**config.mk**
```make
export PLATFORM = sky130hd
export DESIGN_NAME = eeprom_port_config_loader
export DESIGN_NICKNAME = d
export VERILOG_FILES = /design/src/port_cfg_map.v /design/src/eeprom_port_config_loader.v
export VERILOG_INCLUDE_DIRS = /design/src /design/src/src
export SDC_FILE = /design/constraint.sdc
export NUM_CORES = 1
export LEC_CHECK = 0
export BUFFER_PORTS_ARGS = -buffer_cell sky130_fd_sc_hd__buf_2
export CORE_AREA = 2 2 341 343
export DETAILED_ROUTE_END_ITERATION = 8
export DIE_AREA = 0 0 343 345
export SYNTH_ARGS = -nofsm -noshare
export SYNTH_HDL_FRONTEND = slang
export SYNTH_SLANG_ARGS = --single-unit
```
**constraint.sdc**
```tcl
create_clock -name clk_i -period 3.4 [get_ports clk_i]
set_clock_uncertainty 0.2 [all_clocks]
set_input_delay 0.51 -clock clk_i [delete_from_list [all_inputs] [get_ports clk_i]]
set_output_delay 0.51 -clock clk_i [all_outputs]
set_load 0.005 [all_outputs]
```
**src/port_cfg_loader_consts.vh**
```
// constants for the eeprom to port configuration loader
// assumes 16-bit eeprom words, four ports, wishbone byte addresses
`ifndef PORT_CFG_LOADER_CONSTS_VH
`define PORT_CFG_LOADER_CONSTS_VH

// eeprom word addresses and load sequence
`define EE_PWR_BASE      8'h70
`define EE_RPLY_BASE     8'h78
`define EE_PMC_BASE      8'h80
`define EE_WORD_STEP     8'h02
`define EE_WORD_COUNT    4'd12
`define EE_LAST_IDX      4'd11

// default word values
`define DEF_PWR_WORD     16'h0004
`define DEF_RPLY_WORD    16'h0000
`define DEF_PMC_P0_WORD  16'h73a1
`define DEF_PMC_WORD     16'h33a1

// hardware defaults of the unmapped bits in each target register
`define HW_DEF_214       32'h00000000
`define HW_DEF_218       32'h00000000
`define HW_DEF_070       32'h00000000
`define HW_DEF_074       32'h00000000
`define HW_DEF_088       32'h00000000
`define HW_DEF_08C       32'h00000000

// wishbone register byte offsets
`define WB_CTRL_OFS      8'h00
`define WB_STAT_OFS      8'h04
`define WB_WORD_HI       2'b01
`define CTRL_RELOAD_BIT  0

`endif

```
**src/port_cfg_map.v**
```verilog
// one port's field scatter from three eeprom words into six config images
// assumes the words are held stable in flip-flops by the loader
`timescale 1ns/1ns
`default_nettype none
`include "port_cfg_loader_consts.vh"

module port_cfg_map (
    input  wire [15:0] pwr_i,
    input  wire [15:0] rply_i,
    input  wire [15:0] pmc_i,
    output wire [31:0] cfg_214_o,
    output wire [31:0] cfg_218_o,
    output wire [31:0] cfg_070_o,
    output wire [31:0] cfg_074_o,
    output wire [31:0] cfg_088_o,
    output wire [31:0] cfg_08c_o
);
    localparam [31:0] HW214 = `HW_DEF_214;
    localparam [31:0] HW218 = `HW_DEF_218;
    localparam [31:0] HW070 = `HW_DEF_070;
    localparam [31:0] HW074 = `HW_DEF_074;
    localparam [31:0] HW088 = `HW_DEF_088;
    localparam [31:0] HW08C = `HW_DEF_08C;

    // base power, data scale, pm state (gap at 12:10 keeps hw default)
    assign cfg_214_o = {HW214[31:15], pwr_i[11:10], HW214[12:10], pwr_i[9:0]};
    assign cfg_218_o = {HW218[31:1], pwr_i[15]};
    // 70h collects replay timeout from one word and vga enable from another
    assign cfg_070_o = {pmc_i[7], HW070[30:13], rply_i[12:0]};
    assign cfg_074_o = {HW074[31:15], pmc_i[6], pmc_i[5:0], HW074[7:0]};
    assign cfg_088_o = {pmc_i[15:8], HW088[23:0]};
    assign cfg_08c_o = {HW08C[31:26], rply_i[14:13], HW08C[23:0]};
endmodule

`default_nettype wire

```
**src/eeprom_port_config_loader.v**
```verilog
// eeprom to port configuration loader: fetches twelve words after reset and on each reload taken in ST_DONE, when ee_image_ok_i is high
// and scatters their fields into per-port config images
// assumes an eeprom reader that answers one word request with a one-cycle ack,
// and an image check done outside that raises ee_image_ok_i
//
// Implementation choices: the address map and the Wishbone slave port.
`timescale 1ns/1ns
`default_nettype none
`include "port_cfg_loader_consts.vh"

module eeprom_port_config_loader (
    input  wire         clk_i,
    input  wire         rst_i,
    // classic wishbone slave
    input  wire         wb_cyc_i,
    input  wire         wb_stb_i,
    input  wire         wb_we_i,
    input  wire [7:0]   wb_adr_i,
    input  wire [3:0]   wb_sel_i,
    input  wire [31:0]  wb_dat_i,
    output wire [31:0]  wb_dat_o,
    output wire         wb_ack_o,
    // eeprom word reader
    input  wire         ee_image_ok_i,
    output wire         ee_rd_o,
    output wire [7:0]   ee_addr_o,
    input  wire         ee_ack_i,
    input  wire [15:0]  ee_data_i,
    // per-port config images, port n at bits 32n+31:32n
    output wire [127:0] cfg_214_o,
    output wire [127:0] cfg_218_o,
    output wire [127:0] cfg_070_o,
    output wire [127:0] cfg_074_o,
    output wire [127:0] cfg_088_o,
    output wire [127:0] cfg_08c_o,
    output wire         load_done_o
);
    localparam [1:0] ST_START = 2'd0;
    localparam [1:0] ST_FETCH = 2'd1;
    localparam [1:0] ST_DONE  = 2'd2;

    reg  [1:0]  state_q;
    reg  [1:0]  state_d;
    reg  [3:0]  idx_q;
    reg  [3:0]  idx_d;
    reg         from_image_q;
    reg         from_image_d;
    reg  [15:0] word_q [0:11];
    reg         ack_q;
    reg  [31:0] dat_q;
    reg         reload_q;
    reg  [31:0] rd_d;

    wire        wb_hit;
    wire        wb_wr;
    wire [3:0]  wb_word;
    wire        wb_word_ok;
    wire        store;

    integer i;

    function [15:0] default_word;
        input [3:0] n;
        begin
            if (n < 4'd4) begin
                default_word = `DEF_PWR_WORD;
            end else if (n < 4'd8) begin
                default_word = `DEF_RPLY_WORD;
            end else if (n == 4'd8) begin
                default_word = `DEF_PMC_P0_WORD;
            end else begin
                default_word = `DEF_PMC_WORD;
            end
        end
    endfunction

    // wishbone: one wait state, answer comes one cycle after the request
    assign wb_hit     = wb_cyc_i & wb_stb_i & ~ack_q;
    assign wb_wr      = wb_hit & wb_we_i;
    assign wb_word    = wb_adr_i[5:2];
    assign wb_word_ok = (wb_adr_i[7:6] == `WB_WORD_HI) && (wb_word < `EE_WORD_COUNT);
    assign wb_ack_o   = ack_q;
    assign wb_dat_o   = dat_q;

    always @* begin
        rd_d = 32'h00000000;
        if (wb_adr_i == `WB_STAT_OFS) begin
            rd_d = {25'h0000000, idx_q, from_image_q, state_q == ST_DONE,
                    state_q != ST_DONE};
        end else if (wb_word_ok) begin
            rd_d = {16'h0000, word_q[wb_word]};
        end
    end

    always @(posedge clk_i) begin
        if (rst_i) begin
            ack_q    <= 1'b0;
            dat_q    <= 32'h00000000;
            reload_q <= 1'b0;
        end else begin
            ack_q    <= wb_hit;
            reload_q <= 1'b0;
            if (wb_hit && !wb_we_i) begin
                dat_q <= rd_d;
            end
            // reload is a pulse; ignored while a load is still running
            if (wb_wr && wb_adr_i == `WB_CTRL_OFS && wb_sel_i[0] &&
                wb_dat_i[`CTRL_RELOAD_BIT]) begin
                reload_q <= 1'b1;
            end
        end
    end

    // load sequencer
    assign ee_rd_o   = (state_q == ST_FETCH);
    assign ee_addr_o = `EE_PWR_BASE + {3'b000, idx_q, 1'b0};
    assign store     = (state_q == ST_FETCH) && ee_ack_i;
    assign load_done_o = (state_q == ST_DONE);

    always @* begin
        state_d      = state_q;
        idx_d        = idx_q;
        from_image_d = from_image_q;
        case (state_q)
            ST_START: begin
                idx_d = 4'd0;
                from_image_d = ee_image_ok_i;
                // without a valid image the reset defaults stand
                state_d = ee_image_ok_i ? ST_FETCH : ST_DONE;
            end
            ST_FETCH: begin
                if (ee_ack_i) begin
                    if (idx_q == `EE_LAST_IDX) begin
                        state_d = ST_DONE;
                    end else begin
                        idx_d = idx_q + 4'd1;
                    end
                end
            end
            ST_DONE: begin
                if (reload_q) begin
                    state_d = ST_START;
                end
            end
            default: begin
                state_d = ST_START;
            end
        endcase
    end

    always @(posedge clk_i) begin
        if (rst_i) begin
            state_q      <= ST_START;
            idx_q        <= 4'd0;
            from_image_q <= 1'b0;
            for (i = 0; i < 12; i = i + 1) begin
                word_q[i] <= default_word(i[3:0]);
            end
        end else begin
            state_q      <= state_d;
            idx_q        <= idx_d;
            from_image_q <= from_image_d;
            if (state_q == ST_START) begin
                // a reload restarts from defaults so a bad image cannot leave stale words
                for (i = 0; i < 12; i = i + 1) begin
                    word_q[i] <= default_word(i[3:0]);
                end
            end else if (store) begin
                word_q[idx_q] <= ee_data_i;
            end
        end
    end

    genvar p;
    generate
        for (p = 0; p < 4; p = p + 1) begin : g_port
            port_cfg_map u_map (
                .pwr_i     (word_q[p]),
                .rply_i    (word_q[p + 4]),
                .pmc_i     (word_q[p + 8]),
                .cfg_214_o (cfg_214_o[32*p +: 32]),
                .cfg_218_o (cfg_218_o[32*p +: 32]),
                .cfg_070_o (cfg_070_o[32*p +: 32]),
                .cfg_074_o (cfg_074_o[32*p +: 32]),
                .cfg_088_o (cfg_088_o[32*p +: 32]),
                .cfg_08c_o (cfg_08c_o[32*p +: 32])
            );
        end
    endgenerate
endmodule

`default_nettype wire

```
# Word-level counts from Yosys, hierarchy flattened
# Memories as Yosys holds them, arrays and structs flattened.
# Cells that the tools add are included.
# op_classes
n_eq_ne,10
add_sub_neg,2
magnitude_cmp,1
mux,47
n_reduce_logical,13
bitwise,16
# ops
op,n
two-way mux 16 bit,27
OR reduction 16 bit,1
two-way mux 4 bit,3
OR 1 bit,12
two-way mux 1 bit,11
"adder 7 x 5 -> 8 bit, first input constant",1
"== test 8 x 3 -> 1 bit, second input constant",1
logical NOT 8 bit,1
two-way mux 2 bit,4
one-hot mux 4 bit (2 select lines),1
logical AND 1 bit,6
"inequality test 2 x 1 -> 1 bit, second input constant",3
one-hot mux 2 bit (3 select lines),1
AND reduction 3 bit,2
"adder 4 x 1 -> 4 bit, second input constant",1
"== test 2 x 1 -> 1 bit, second input constant",2
"== test 4 bit, second input constant",1
"< comparator 4 bit, second input constant",1
"inequality test 2 bit, second input constant",2
AND 1 bit,3
"== test 2 bit, second input constant",1
logical NOT 2 bit,1
nonzero test 2 bit,1
logical NOT 1 bit,1
inverter 1 bit,1
# totals
output_inout_bits,811
memories,1
ff_bits,41
ramBits,192
# memory_table
memory,depth,word_bits,read_ports,rd_ports_with_merged_regs,write_ports,line_no,text
word_q,12,16,13,0,12,eeprom_port_config_loader.v:48,reg [15:0] word_q [0:11];

# Logic depth before layout (Yosys ltp)
# Gate-level depths: netlist (run 1).
# depth
ltp_word,8
ltp_mapped,7
depth_no_buf,5

# By module
# From an unflattened synthesis (run 1), not the netlist that was laid out.
# hier_totals
hier_cells,1534
hier_area_um2,16823.6
# modules_own_cells
mod,n_inst,cells_each,area_per_inst_um2
eeprom_port_config_loader,1,762,11043.1
port_cfg_map,4,193,1445.1

# Least setup slack after synthesis (run 1)
# OpenSTA, ideal clock, no wires.
# synth_path
kind,input to register
from,input port rst_i
to,memory word_q[6][0] (enable)
path_buffers,2
setup_time_ns,0.411
path_stages,5
t_required_ns,2.789
arrival_ns,2.469
setup_slack_ns,0.320
path_cell_list,buf_6 and4bb_4 nand2_4 clkbuf_2 o21ai_0
# synth_rtl
item,line_no,text
"start, declared",eeprom_port_config_loader.v:13,"input wire rst_i,"
"end, declared",eeprom_port_config_loader.v:48,

==> results of run 1 <==
## cell usage after synthesis, types with 2 or more instances
cell type	number	area (um2)
sky130_fd_sc_hd__a211oi_1	10	75.1
sky130_fd_sc_hd__a211oi_2	4	50.1
sky130_fd_sc_hd__a21boi_1	2	15.0
sky130_fd_sc_hd__a21oi_1	14	70.1
sky130_fd_sc_hd__a221oi_1	6	52.6
sky130_fd_sc_hd__a22oi_1	33	248
sky130_fd_sc_hd__and2_1	159	995
sky130_fd_sc_hd__buf_12	2	40.0
sky130_fd_sc_hd__buf_2	11	55.1
sky130_fd_sc_hd__buf_4	731	5490
sky130_fd_sc_hd__buf_6	5	56.3
sky130_fd_sc_hd__clkbuf_1	31	116
sky130_fd_sc_hd__clkbuf_2	5	25.0
sky130_fd_sc_hd__dfxtp_1	25	500
sky130_fd_sc_hd__edfxtp_1	196	5890
sky130_fd_sc_hd__ha_1	4	50.1
sky130_fd_sc_hd__inv_1	6	22.5
sky130_fd_sc_hd__mux2i_1	68	681
sky130_fd_sc_hd__mux4_2	15	338
sky130_fd_sc_hd__nand2_1	5	18.8
sky130_fd_sc_hd__nand2_4	4	45.0
sky130_fd_sc_hd__nand2b_1	12	75.1
sky130_fd_sc_hd__nand3_1	19	95.1
sky130_fd_sc_hd__nand3b_1	4	30.0
sky130_fd_sc_hd__nand4_1	3	18.8
sky130_fd_sc_hd__nor2_1	32	120
sky130_fd_sc_hd__nor2_2	3	18.8
sky130_fd_sc_hd__nor2_4	2	22.5
sky130_fd_sc_hd__nor2b_1	4	25.0
sky130_fd_sc_hd__nor3_1	2	10.0
sky130_fd_sc_hd__nor3_4	4	65.1
sky130_fd_sc_hd__o21ai_0	11	55.1
sky130_fd_sc_hd__or3_1	29	181
## flip-flops by register name, summed over array words and instances, names as in the netlist
signal,cells
wb_ack_o,1
word_q,196
from_image_q,1
reload_q,1
state_q,2
wb_dat_o,16
idx_q,4
## power groups by stage
stage	registers [mW]	clock network (mW)	logic [mW]
after global routing	3.25	3.28	1.08
after floorplan	3.26	0	1.10
after global placement	3.29	0	0.984
after detailed placement	3.29	0	0.988
after CTS	3.23	3.19	0.994
final	3.23	3.09	0.981
## area by class of cell
cell class              count  area [um2]
diodes                     11        27.5
clock buffers              40         806
clock inverters            10         139
fillers                 13000       98300
inverters                   6        22.5
multi-input cells        1074        5830
flip-flops and latches    221        6390
well taps                1524        1910
repair buffers            296        1720
## worst reg2reg max path, stage by stage (launching register included)
cell                      delay (ps)
sky130_fd_sc_hd__dfxtp_1         530
sky130_fd_sc_hd__nor2_1          120
sky130_fd_sc_hd__nor2_1         1000
sky130_fd_sc_hd__o21ai_2         380
sky130_fd_sc_hd__buf_12          280
## timing repair
item,CTS,global route
hold endpoints to repair,3,0
hold buffers,6,0
endpoints found under the setup margin,0,0
## routing by layer
layer | part of all wire, % | track usage (%)
met5 | 0 | 0
met4 | 2.3 | 1.90
met3 | 11 | 3.75
met2 | 44 | 14.0
met1 | 43 | 12.1
## placed cells by master, fill, tap and decap left out, types with 5 or more instances in the layout
master | Yosys | routed
sky130_fd_sc_hd__conb_1 | 1 | 609
sky130_fd_sc_hd__buf_2 | 11 | 233
sky130_fd_sc_hd__edfxtp_1 | 196 | 196
sky130_fd_sc_hd__and2_1 | 159 | 159
sky130_fd_sc_hd__mux2i_1 | 68 | 68
sky130_fd_sc_hd__buf_4 | 731 | 52
sky130_fd_sc_hd__a22oi_1 | 33 | 33
sky130_fd_sc_hd__nor2_1 | 32 | 32
sky130_fd_sc_hd__or3_1 | 29 | 29
sky130_fd_sc_hd__clkbuf_16 | 0 | 28
sky130_fd_sc_hd__dfxtp_1 | 25 | 25
sky130_fd_sc_hd__nand3_1 | 19 | 19
sky130_fd_sc_hd__mux4_2 | 15 | 15
sky130_fd_sc_hd__a21oi_1 | 14 | 14
sky130_fd_sc_hd__nand2b_1 | 12 | 12
sky130_fd_sc_hd__diode_2 | 0 | 11
sky130_fd_sc_hd__a211oi_1 | 10 | 10
sky130_fd_sc_hd__o21ai_2 | 0 | 8
sky130_fd_sc_hd__inv_1 | 6 | 6
sky130_fd_sc_hd__a221oi_1 | 6 | 6
sky130_fd_sc_hd__clkbuf_8 | 0 | 6
sky130_fd_sc_hd__clkbuf_1 | 31 | 6
sky130_fd_sc_hd__dlygate4sd3_1 | 0 | 6
sky130_fd_sc_hd__nand2_1 | 5 | 5
sky130_fd_sc_hd__buf_12 | 2 | 5
## worst max-delay path by stage
stage / from / end / cells after the start
finish: state_q[1]$_SDFFE_PP0P_ / word_q[11][9]$_SDFFCE_PN1P_ / 4
floorplan: rst_i / word_q[6][0]$_SDFFCE_PN0P_ / 5
global route: state_q[1]$_SDFFE_PP0P_ / word_q[11][9]$_SDFFCE_PN1P_ / 4
detailed placement: rst_i / word_q[11][6]$_SDFFCE_PN0P_ / 5
global placement: rst_i / word_q[11][4]$_SDFFCE_PN0P_ / 5
CTS: state_q[1]$_SDFFE_PP0P_ / word_q[6][14]$_SDFFCE_PN0P_ / 4
## cell families (layout without fill, tap and decap cells)
logic type,count (synthesis),in the layout,share of synthesized area [%]
simple gates,291,291,11.5
compound gates,87,87,3.96
other cells,1,620,0.0239
buf+inv,793,352,37.1
mux,83,83,6.48
fa+ha+maj,4,4,0.319
flops,221,221,40.6
==> results.rst, run 1 <==
.. list-table::
   :header-rows: 1

   * - Metric
     - Value
   * - Count of input and output buffers
     - 234
   * - Time the worst path needs with I/O delays and setup
     - 2790 ps
   * - Final-layout setup total negative slack
     - 0 ps
   * - Outcome
     - completed
   * - Number of warnings printed during yosys synthesis
     - 0
   * - Ratio of final minimum period to clock period
     - 82.0%
   * - Static Leak
     - 7.42 nW
   * - Half-perimeter wire length of the detailed placement result
     - 47200 um
   * - Final-report setup violation count
     - 0
   * - Type of origin of the critical path
     - flop
   * - Slowest stage cell on the critical path
     - sky130_fd_sc_hd__nor2_1
   * - Async set-reset flop share out of synthesis
     - 0%
   * - Dominant delay contributor by cell family on the critical path
     - simple AND/OR/NAND/NOR gates
   * - Num ports
     - 878
   * - Required time of the critical path
     - 3540 ps
   * - Hold worst-path end
     - idx_q[1]$_SDFFE_PP0P_
   * - Floorplan Core Area
     - 115000 um2
   * - Clk_lat worst skew
     - 600 ps
   * - Average wire per cell in the routed design
     - 18.2 um
   * - Hold path start
     - ee_ack_i
   * - Largest net degree at the start of global routing
     - 30
   * - Depth of the CTS H-tree
     - 1
   * - Final Cell Area
     - 16800 um2
   * - Number of global-route vias before repair
     - 7962
   * - Total power per unit cell area
     - 434 nW/um2
   * - Number of placed cells counting well taps
     - 3115
   * - Number of antenna violations at the first check in global routing
     - 21
   * - Width of the chip
     - 343 um
   * - Placement Rows
     - 125
   * - Synth-to-layout area growth
     - 7.15%
   * - Relative contribution of the clock network to total power
     - 42.3%
   * - Worst path bufs/invs
     - 1
   * - Starting Density
     - 13.6%
   * - Layout cells sized above 1
     - 22.9%
   * - Resize count post-CTS
     - 0
   * - Peak fanout along the critical path
     - 14
   * - Most frequently used flop master after synthesis
     - sky130_fd_sc_hd__edfxtp_1
   * - Total routing resource utilization after global routing
     - 9.19%
   * - Relative contribution of sequential cells to total power
     - 44.3%
   * - First-pass GRT wire length
     - 73400 um
   * - Weighted congestion at the end of routability-driven global placement
     - 0.769
   * - CTS root buf
     - sky130_fd_sc_hd__clkbuf_16
   * - Final nets
     - 1697
   * - Final count of hold timing violations
     - 0
   * - Clock slew at the register clock pins of the worst setup and hold paths
     - 60 ps
   * - Total wirelength of the detailed-routed design
     - 57800 um
   * - Slack of the worst reg-to-reg path
     - 610 ps
   * - Setup repair after global routing missed its margin
     - false
   * - #FFs+latches synth
     - 221
   * - Net switching power
     - 2.08 mW
   * - Highest clock rate
     - 359 MHz
   * - Mapped Cells
     - 1480
   * - Design internal power
     - 5.22 mW
   * - Post-route setup slack
     - 614 ps
   * - Combinational cell fraction of total power
     - 13.4%
   * - WS Path Type
     - flop to flop
   * - Actual slew at the worst max-slew pin
     - 1320 ps
   * - Final cell count without fillers
     - 3182
   * - Drt drc
     - 0
   * - Die footprint
     - 118000 um2
   * - CTS Buffer Depth
     - 3
   * - DR pass1 iterations
     - 5
   * - Sequential fraction of the synthesis area
     - 40.6%
   * - TritonCTS Sinks
     - 221
   * - Max-cap check violation count
     - 0
   * - Top cell by count, worst path
     - sky130_fd_sc_hd__nor2_1
   * - Count of final max-slew check failures
     - 0
   * - Launch point of the worst reg-to-reg path
     - state_q[1]$_SDFFE_PP0P_
   * - Switching fraction of total power
     - 28.5%
   * - Number of enable-type register cells in the synthesized netlist
     - 196
   * - Critical path cell sequence
     - nor2_1 -> nor2_1 -> o21ai_2 -> buf_12
   * - Syn_area_per_cell
     - 10.6 um2
   * - Global route total overflow
     - 0
   * - Antenna Nets Post-Route
     - 0
   * - Clock tree from TritonCTS
     - yes
   * - Worst ir drop on vdd
     - 0.414 mV
   * - Place WS
     - 607 ps
   * - Nature of the critical path endpoint
     - flop
   * - Initial drt markers
     - 548
   * - Area after detailed placement
     - 15800 um2
   * - Capture instance of the worst register-to-register path
     - word_q[11][9]$_SDFFCE_PN1P_
   * - Max_slew headroom
     - 11.4%
   * - Hold WC Path Type
     - primary input to flop
   * - Post-CTS setup-driven buffer insertion count
     - 0
   * - Worst-case reg-to-reg path depth
     - 4
   * - Cells on Worst Hold Path
     - 3
   * - Overall die height
     - 345 um
   * - Pwr Total
     - 7.30 mW
   * - Max stage delay on crit path
     - 1000 ps
   * - Clock buffers created by TritonCTS
     - 27
   * - Total standard cell area after synthesis
     - 15700 um2
   * - Hold_ws
     - 59.8 ps
   * - Post-detailed-route via-to-cell ratio
     - 2.83
   * - Core occupancy in the finished layout
     - 14.6%
   * - Crit path DAT
     - 2920 ps
   * - Number of different library cells in the post-synthesis netlist
     - 52
   * - Vias post-DR
     - 9005
No activity file was read; power rests on OpenSTA's default activity.
==> run 2: changes to the inputs <==
Clock period 3.4 ns to 2.65 ns, I/O delays scaled along.
==> run 2 against run 1 <==
Wire length up 0.82%. Die area unchanged. Total power up 25%. Sequential cell count unchanged. Register-to-register slack worse by 210 ps. Hold slack better by 27 ps. Cell count up 0.63%. Sequential power up 28%. Utilization up 0.21 points. Via count up 0.87%. Critical path type is now primary input to flop. Largest cell class unchanged. Largest power group unchanged.
==> results.rst, run 2 (synthesized netlist as in run 1, its figures left out) <==
.. list-table::
   :header-rows: 1

   * - Metric
     - Value
   * - Outcome
     - completed
   * - Count of input and output buffers
     - 234 (unchanged)
   * - DR pass1 iterations
     - 7 (+2)
   * - CTS root buf
     - sky130_fd_sc_hd__clkbuf_16
   * - Max-cap check violation count
     - 0 (unchanged)
   * - Count of final max-slew check failures
     - 0 (unchanged)
   * - Capture instance of the worst register-to-register path
     - word_q[11][11]$_SDFFCE_PN0P_
   * - Net switching power
     - 2.67 mW (+28%)
   * - Vias post-DR
     - 9083 (+0.87%)
   * - Weighted congestion at the end of routability-driven global placement
     - 0.764 (-0.60%)
   * - Setup repair after global routing missed its margin
     - false
   * - Post-CTS setup-driven buffer insertion count
     - 0 (unchanged)
   * - Worst path bufs/invs
     - 5 (+4)
   * - First-pass GRT wire length
     - 74600 um (+1.6%)
   * - Area after detailed placement
     - 16100 um2 (+2.1%)
   * - Largest net degree at the start of global routing
     - 37 (+23%)
   * - Hold WC Path Type
     - primary input to flop
   * - Global route total overflow
     - 0 (unchanged)
   * - Required time of the critical path
     - 2920 ps (-620 ps)
   * - Number of antenna violations at the first check in global routing
     - 21 (unchanged)
   * - Peak fanout along the critical path
     - 15 (+1)
   * - Clk_lat worst skew
     - 590 ps (about the same)
   * - WS Path Type
     - primary input to flop
   * - Flip-flop count of the largest register, all copies and words added
     - 196 (unchanged)
   * - Width of the chip
     - 343 um (unchanged)
   * - Time the worst path needs with I/O delays and setup
     - 2310 ps
   * - Max stage delay on crit path
     - 580 ps (-420 ps)
   * - Nature of the critical path endpoint
     - flop
   * - Type of origin of the critical path
     - primary input
   * - CTS Buffer Depth
     - 3 (unchanged)
   * - Crit path DAT
     - 2590 ps (-330 ps)
   * - Most used cells in the layout excluding fill and tap cells
     - sky130_fd_sc_hd__conb_1 (609), sky130_fd_sc_hd__buf_2 (233), sky130_fd_sc_hd__edfxtp_1 (196), sky130_fd_sc_hd__and2_1 (159), sky130_fd_sc_hd__mux2i_1 (68)
   * - Total wirelength of the detailed-routed design
     - 58300 um (+0.82%)
   * - Overall die height
     - 345 um (unchanged)
   * - Critical path cell sequence
     - buf_4 -> buf_12 -> buf_4 -> nand4b_1 -> dlygate4sd3_1 -> nor4_1 -> dlygate4sd3_1
   * - Relative contribution of the clock network to total power
     - 39.9% (-2.4 points)
   * - Relative contribution of sequential cells to total power
     - 45.6% (+1.3 points)
   * - Switching fraction of total power
     - 29.3% (+0.75 points)
   * - TritonCTS Sinks
     - 221 (unchanged)
   * - Largest register by flop count
     - word_q
   * - Core occupancy in the finished layout
     - 14.8% (+0.21 points)
   * - Average wire per cell in the routed design
     - 18.2 um (+0.19%)
   * - Num ports
     - 878 (unchanged)
   * - Slack of the worst reg-to-reg path
     - 400 ps (-210 ps)
   * - Drt drc
     - 0 (unchanged)
   * - Final cell count without fillers
     - 3202 (+0.63%)
   * - Initial drt markers
     - 587 (+7.1%)
   * - Slowest stage cell on the critical path
     - sky130_fd_sc_hd__dlygate4sd3_1
   * - Floorplan Core Area
     - 115000 um2 (unchanged)
   * - Actual slew at the worst max-slew pin
     - 814 ps (-510 ps)
   * - Total power per unit cell area
     - 534 nW/um2 (+23%)
   * - Static Leak
     - 7.54 nW (+1.5%)
   * - Placement Rows
     - 125 (unchanged)
   * - Cells on Worst Hold Path
     - 4 (+1)
   * - Clock tree from TritonCTS
     - yes
   * - Resize count post-CTS
     - 0 (unchanged)
   * - Number of placed cells counting well taps
     - 3134 (+0.61%)
   * - Worst-case reg-to-reg path depth
     - 6 (+2)
   * - Final Cell Area
     - 17100 um2 (+1.5%)
   * - Logic depth of the worst path, buffers included
     - 7 (+3)
   * - Final-layout setup total negative slack
     - 0 ps (unchanged)
   * - Post-route setup slack
     - 337 ps (-277 ps)
   * - Final count of hold timing violations
     - 0 (unchanged)
   * - Hold buffers post-CTS
     - 8 (+2)
   * - Clock slew at the register clock pins of the worst setup and hold paths
     - 60 ps (about the same)
   * - Die footprint
     - 118000 um2 (unchanged)
   * - Dominant delay contributor by cell family on the critical path
     - buffers and inverters
   * - Hold worst-path end
     - wb_dat_o[4]$_SDFFE_PP0P_
   * - Ratio of final minimum period to clock period
     - 87.3%
   * - Design internal power
     - 6.45 mW (+23%)
   * - Depth of the CTS H-tree
     - 1 (unchanged)
   * - Synth-to-layout area growth
     - 8.71%
   * - Combinational cell fraction of total power
     - 14.5% (+1.1 points)
   * - Total routing resource utilization after global routing
     - 9.31% (+0.12 points)
   * - Clock buffers created by TritonCTS
     - 29 (+7.4%)
   * - Starting Density
     - 13.6% (unchanged)
   * - Layout cells sized above 1
     - 23.3% (+0.45 points)
   * - Worst ir drop on vdd
     - 0.349 mV (-16%)
   * - Place WS
     - 191 ps (-415 ps)
   * - Hold path start
     - wb_adr_i[4]
   * - Commonest non-fill, non-tap cell in the layout
     - sky130_fd_sc_hd__conb_1
   * - Max_slew headroom
     - 45.5% (+34 points)
   * - Final-report setup violation count
     - 0 (unchanged)
   * - Number of global-route vias before repair
     - 8240 (+3.5%)
   * - Final nets
     - 1720 (+1.4%)
   * - Highest clock rate
     - 432 MHz
   * - Antenna Nets Post-Route
     - 0 (unchanged)
   * - Launch point of the worst reg-to-reg path
     - state_q[0]$_SDFFE_PP0P_
   * - Post-detailed-route via-to-cell ratio
     - 2.84 (+0.24%)
   * - Half-perimeter wire length of the detailed placement result
     - 47000 um (-0.48%)
-- run 2: worst register-to-register path, cell delays in order, from the launching register on --
cell and delay (ps):
sky130_fd_sc_hd__dfxtp_1 430, sky130_fd_sc_hd__and4bb_4 290, sky130_fd_sc_hd__buf_4 160, sky130_fd_sc_hd__nand2_4 190
sky130_fd_sc_hd__nor2_1 390, sky130_fd_sc_hd__buf_4 280, sky130_fd_sc_hd__and2_1 160
-- run 2: layout make-up --
class	count	area, um2
multi-input combinational	1074	5830
timing repair buffer	317	2070
antenna	7	17.5
fill	13000	98000
sequential	221	6390
clock buffer	37	756
tap	1524	1910
clock inverter	16	97.6
inverter	6	22.5
-- run 2: how the worst max path moves through the flow --
| stage | to | start | slack [ps] |
|---|---|---|---|
| floorplan | word_q[6][0]$_SDFFCE_PN0P_ | rst_i | -320 |
| CTS | reload_q$_SDFF_PP0_ | wb_adr_i[2] | 400 |
| global route | word_q[11][14]$_SDFFCE_PN0P_ | ee_ack_i | 270 |
| detailed placement | wb_dat_o[15]$_SDFFE_PP0P_ | wb_adr_i[2] | 190 |
| global placement | wb_dat_o[15]$_SDFFE_PP0P_ | wb_adr_i[2] | 210 |
| finish | reload_q$_SDFF_PP0_ | wb_adr_i[2] | 340 |
-- run 2: stage by stage --
step           hold WS, ps  power (mW)
3_5_place_dp           276        5.56
3_3_place_gp           267        5.55
2_1_floorplan          254        5.58
5_1_grt                124        9.47
6_report              86.9        9.11
4_1_cts               47.2        9.23
-- run 2: power by group through the flow --
stage / registers [mW] / clock network [mW] / logic, mW
2_1_floorplan: 4.18 / 0 / 1.41
3_3_place_gp: 4.22 / 0 / 1.33
3_5_place_dp: 4.22 / 0 / 1.33
4_1_cts: 4.15 / 3.74 / 1.35
5_1_grt: 4.17 / 3.84 / 1.46
6_report: 4.15 / 3.64 / 1.32
-- run 2: layer usage --
| metal | part of all wire [%] | GRT usage (%) | wire [um] | vias to the layer above |
|---|---|---|---|---|
| li1 | - | - | - | 3992 |
| met1 | 44 | 12.8 | 25700 | 4465 |
| met2 | 44 | 14.3 | 25600 | 567 |
| met3 | 10 | 3.08 | 5820 | 57 |
| met4 | 2.0 | 1.69 | 1180 | 2 |
| met5 | 0.021 | 0 | 12 | - |
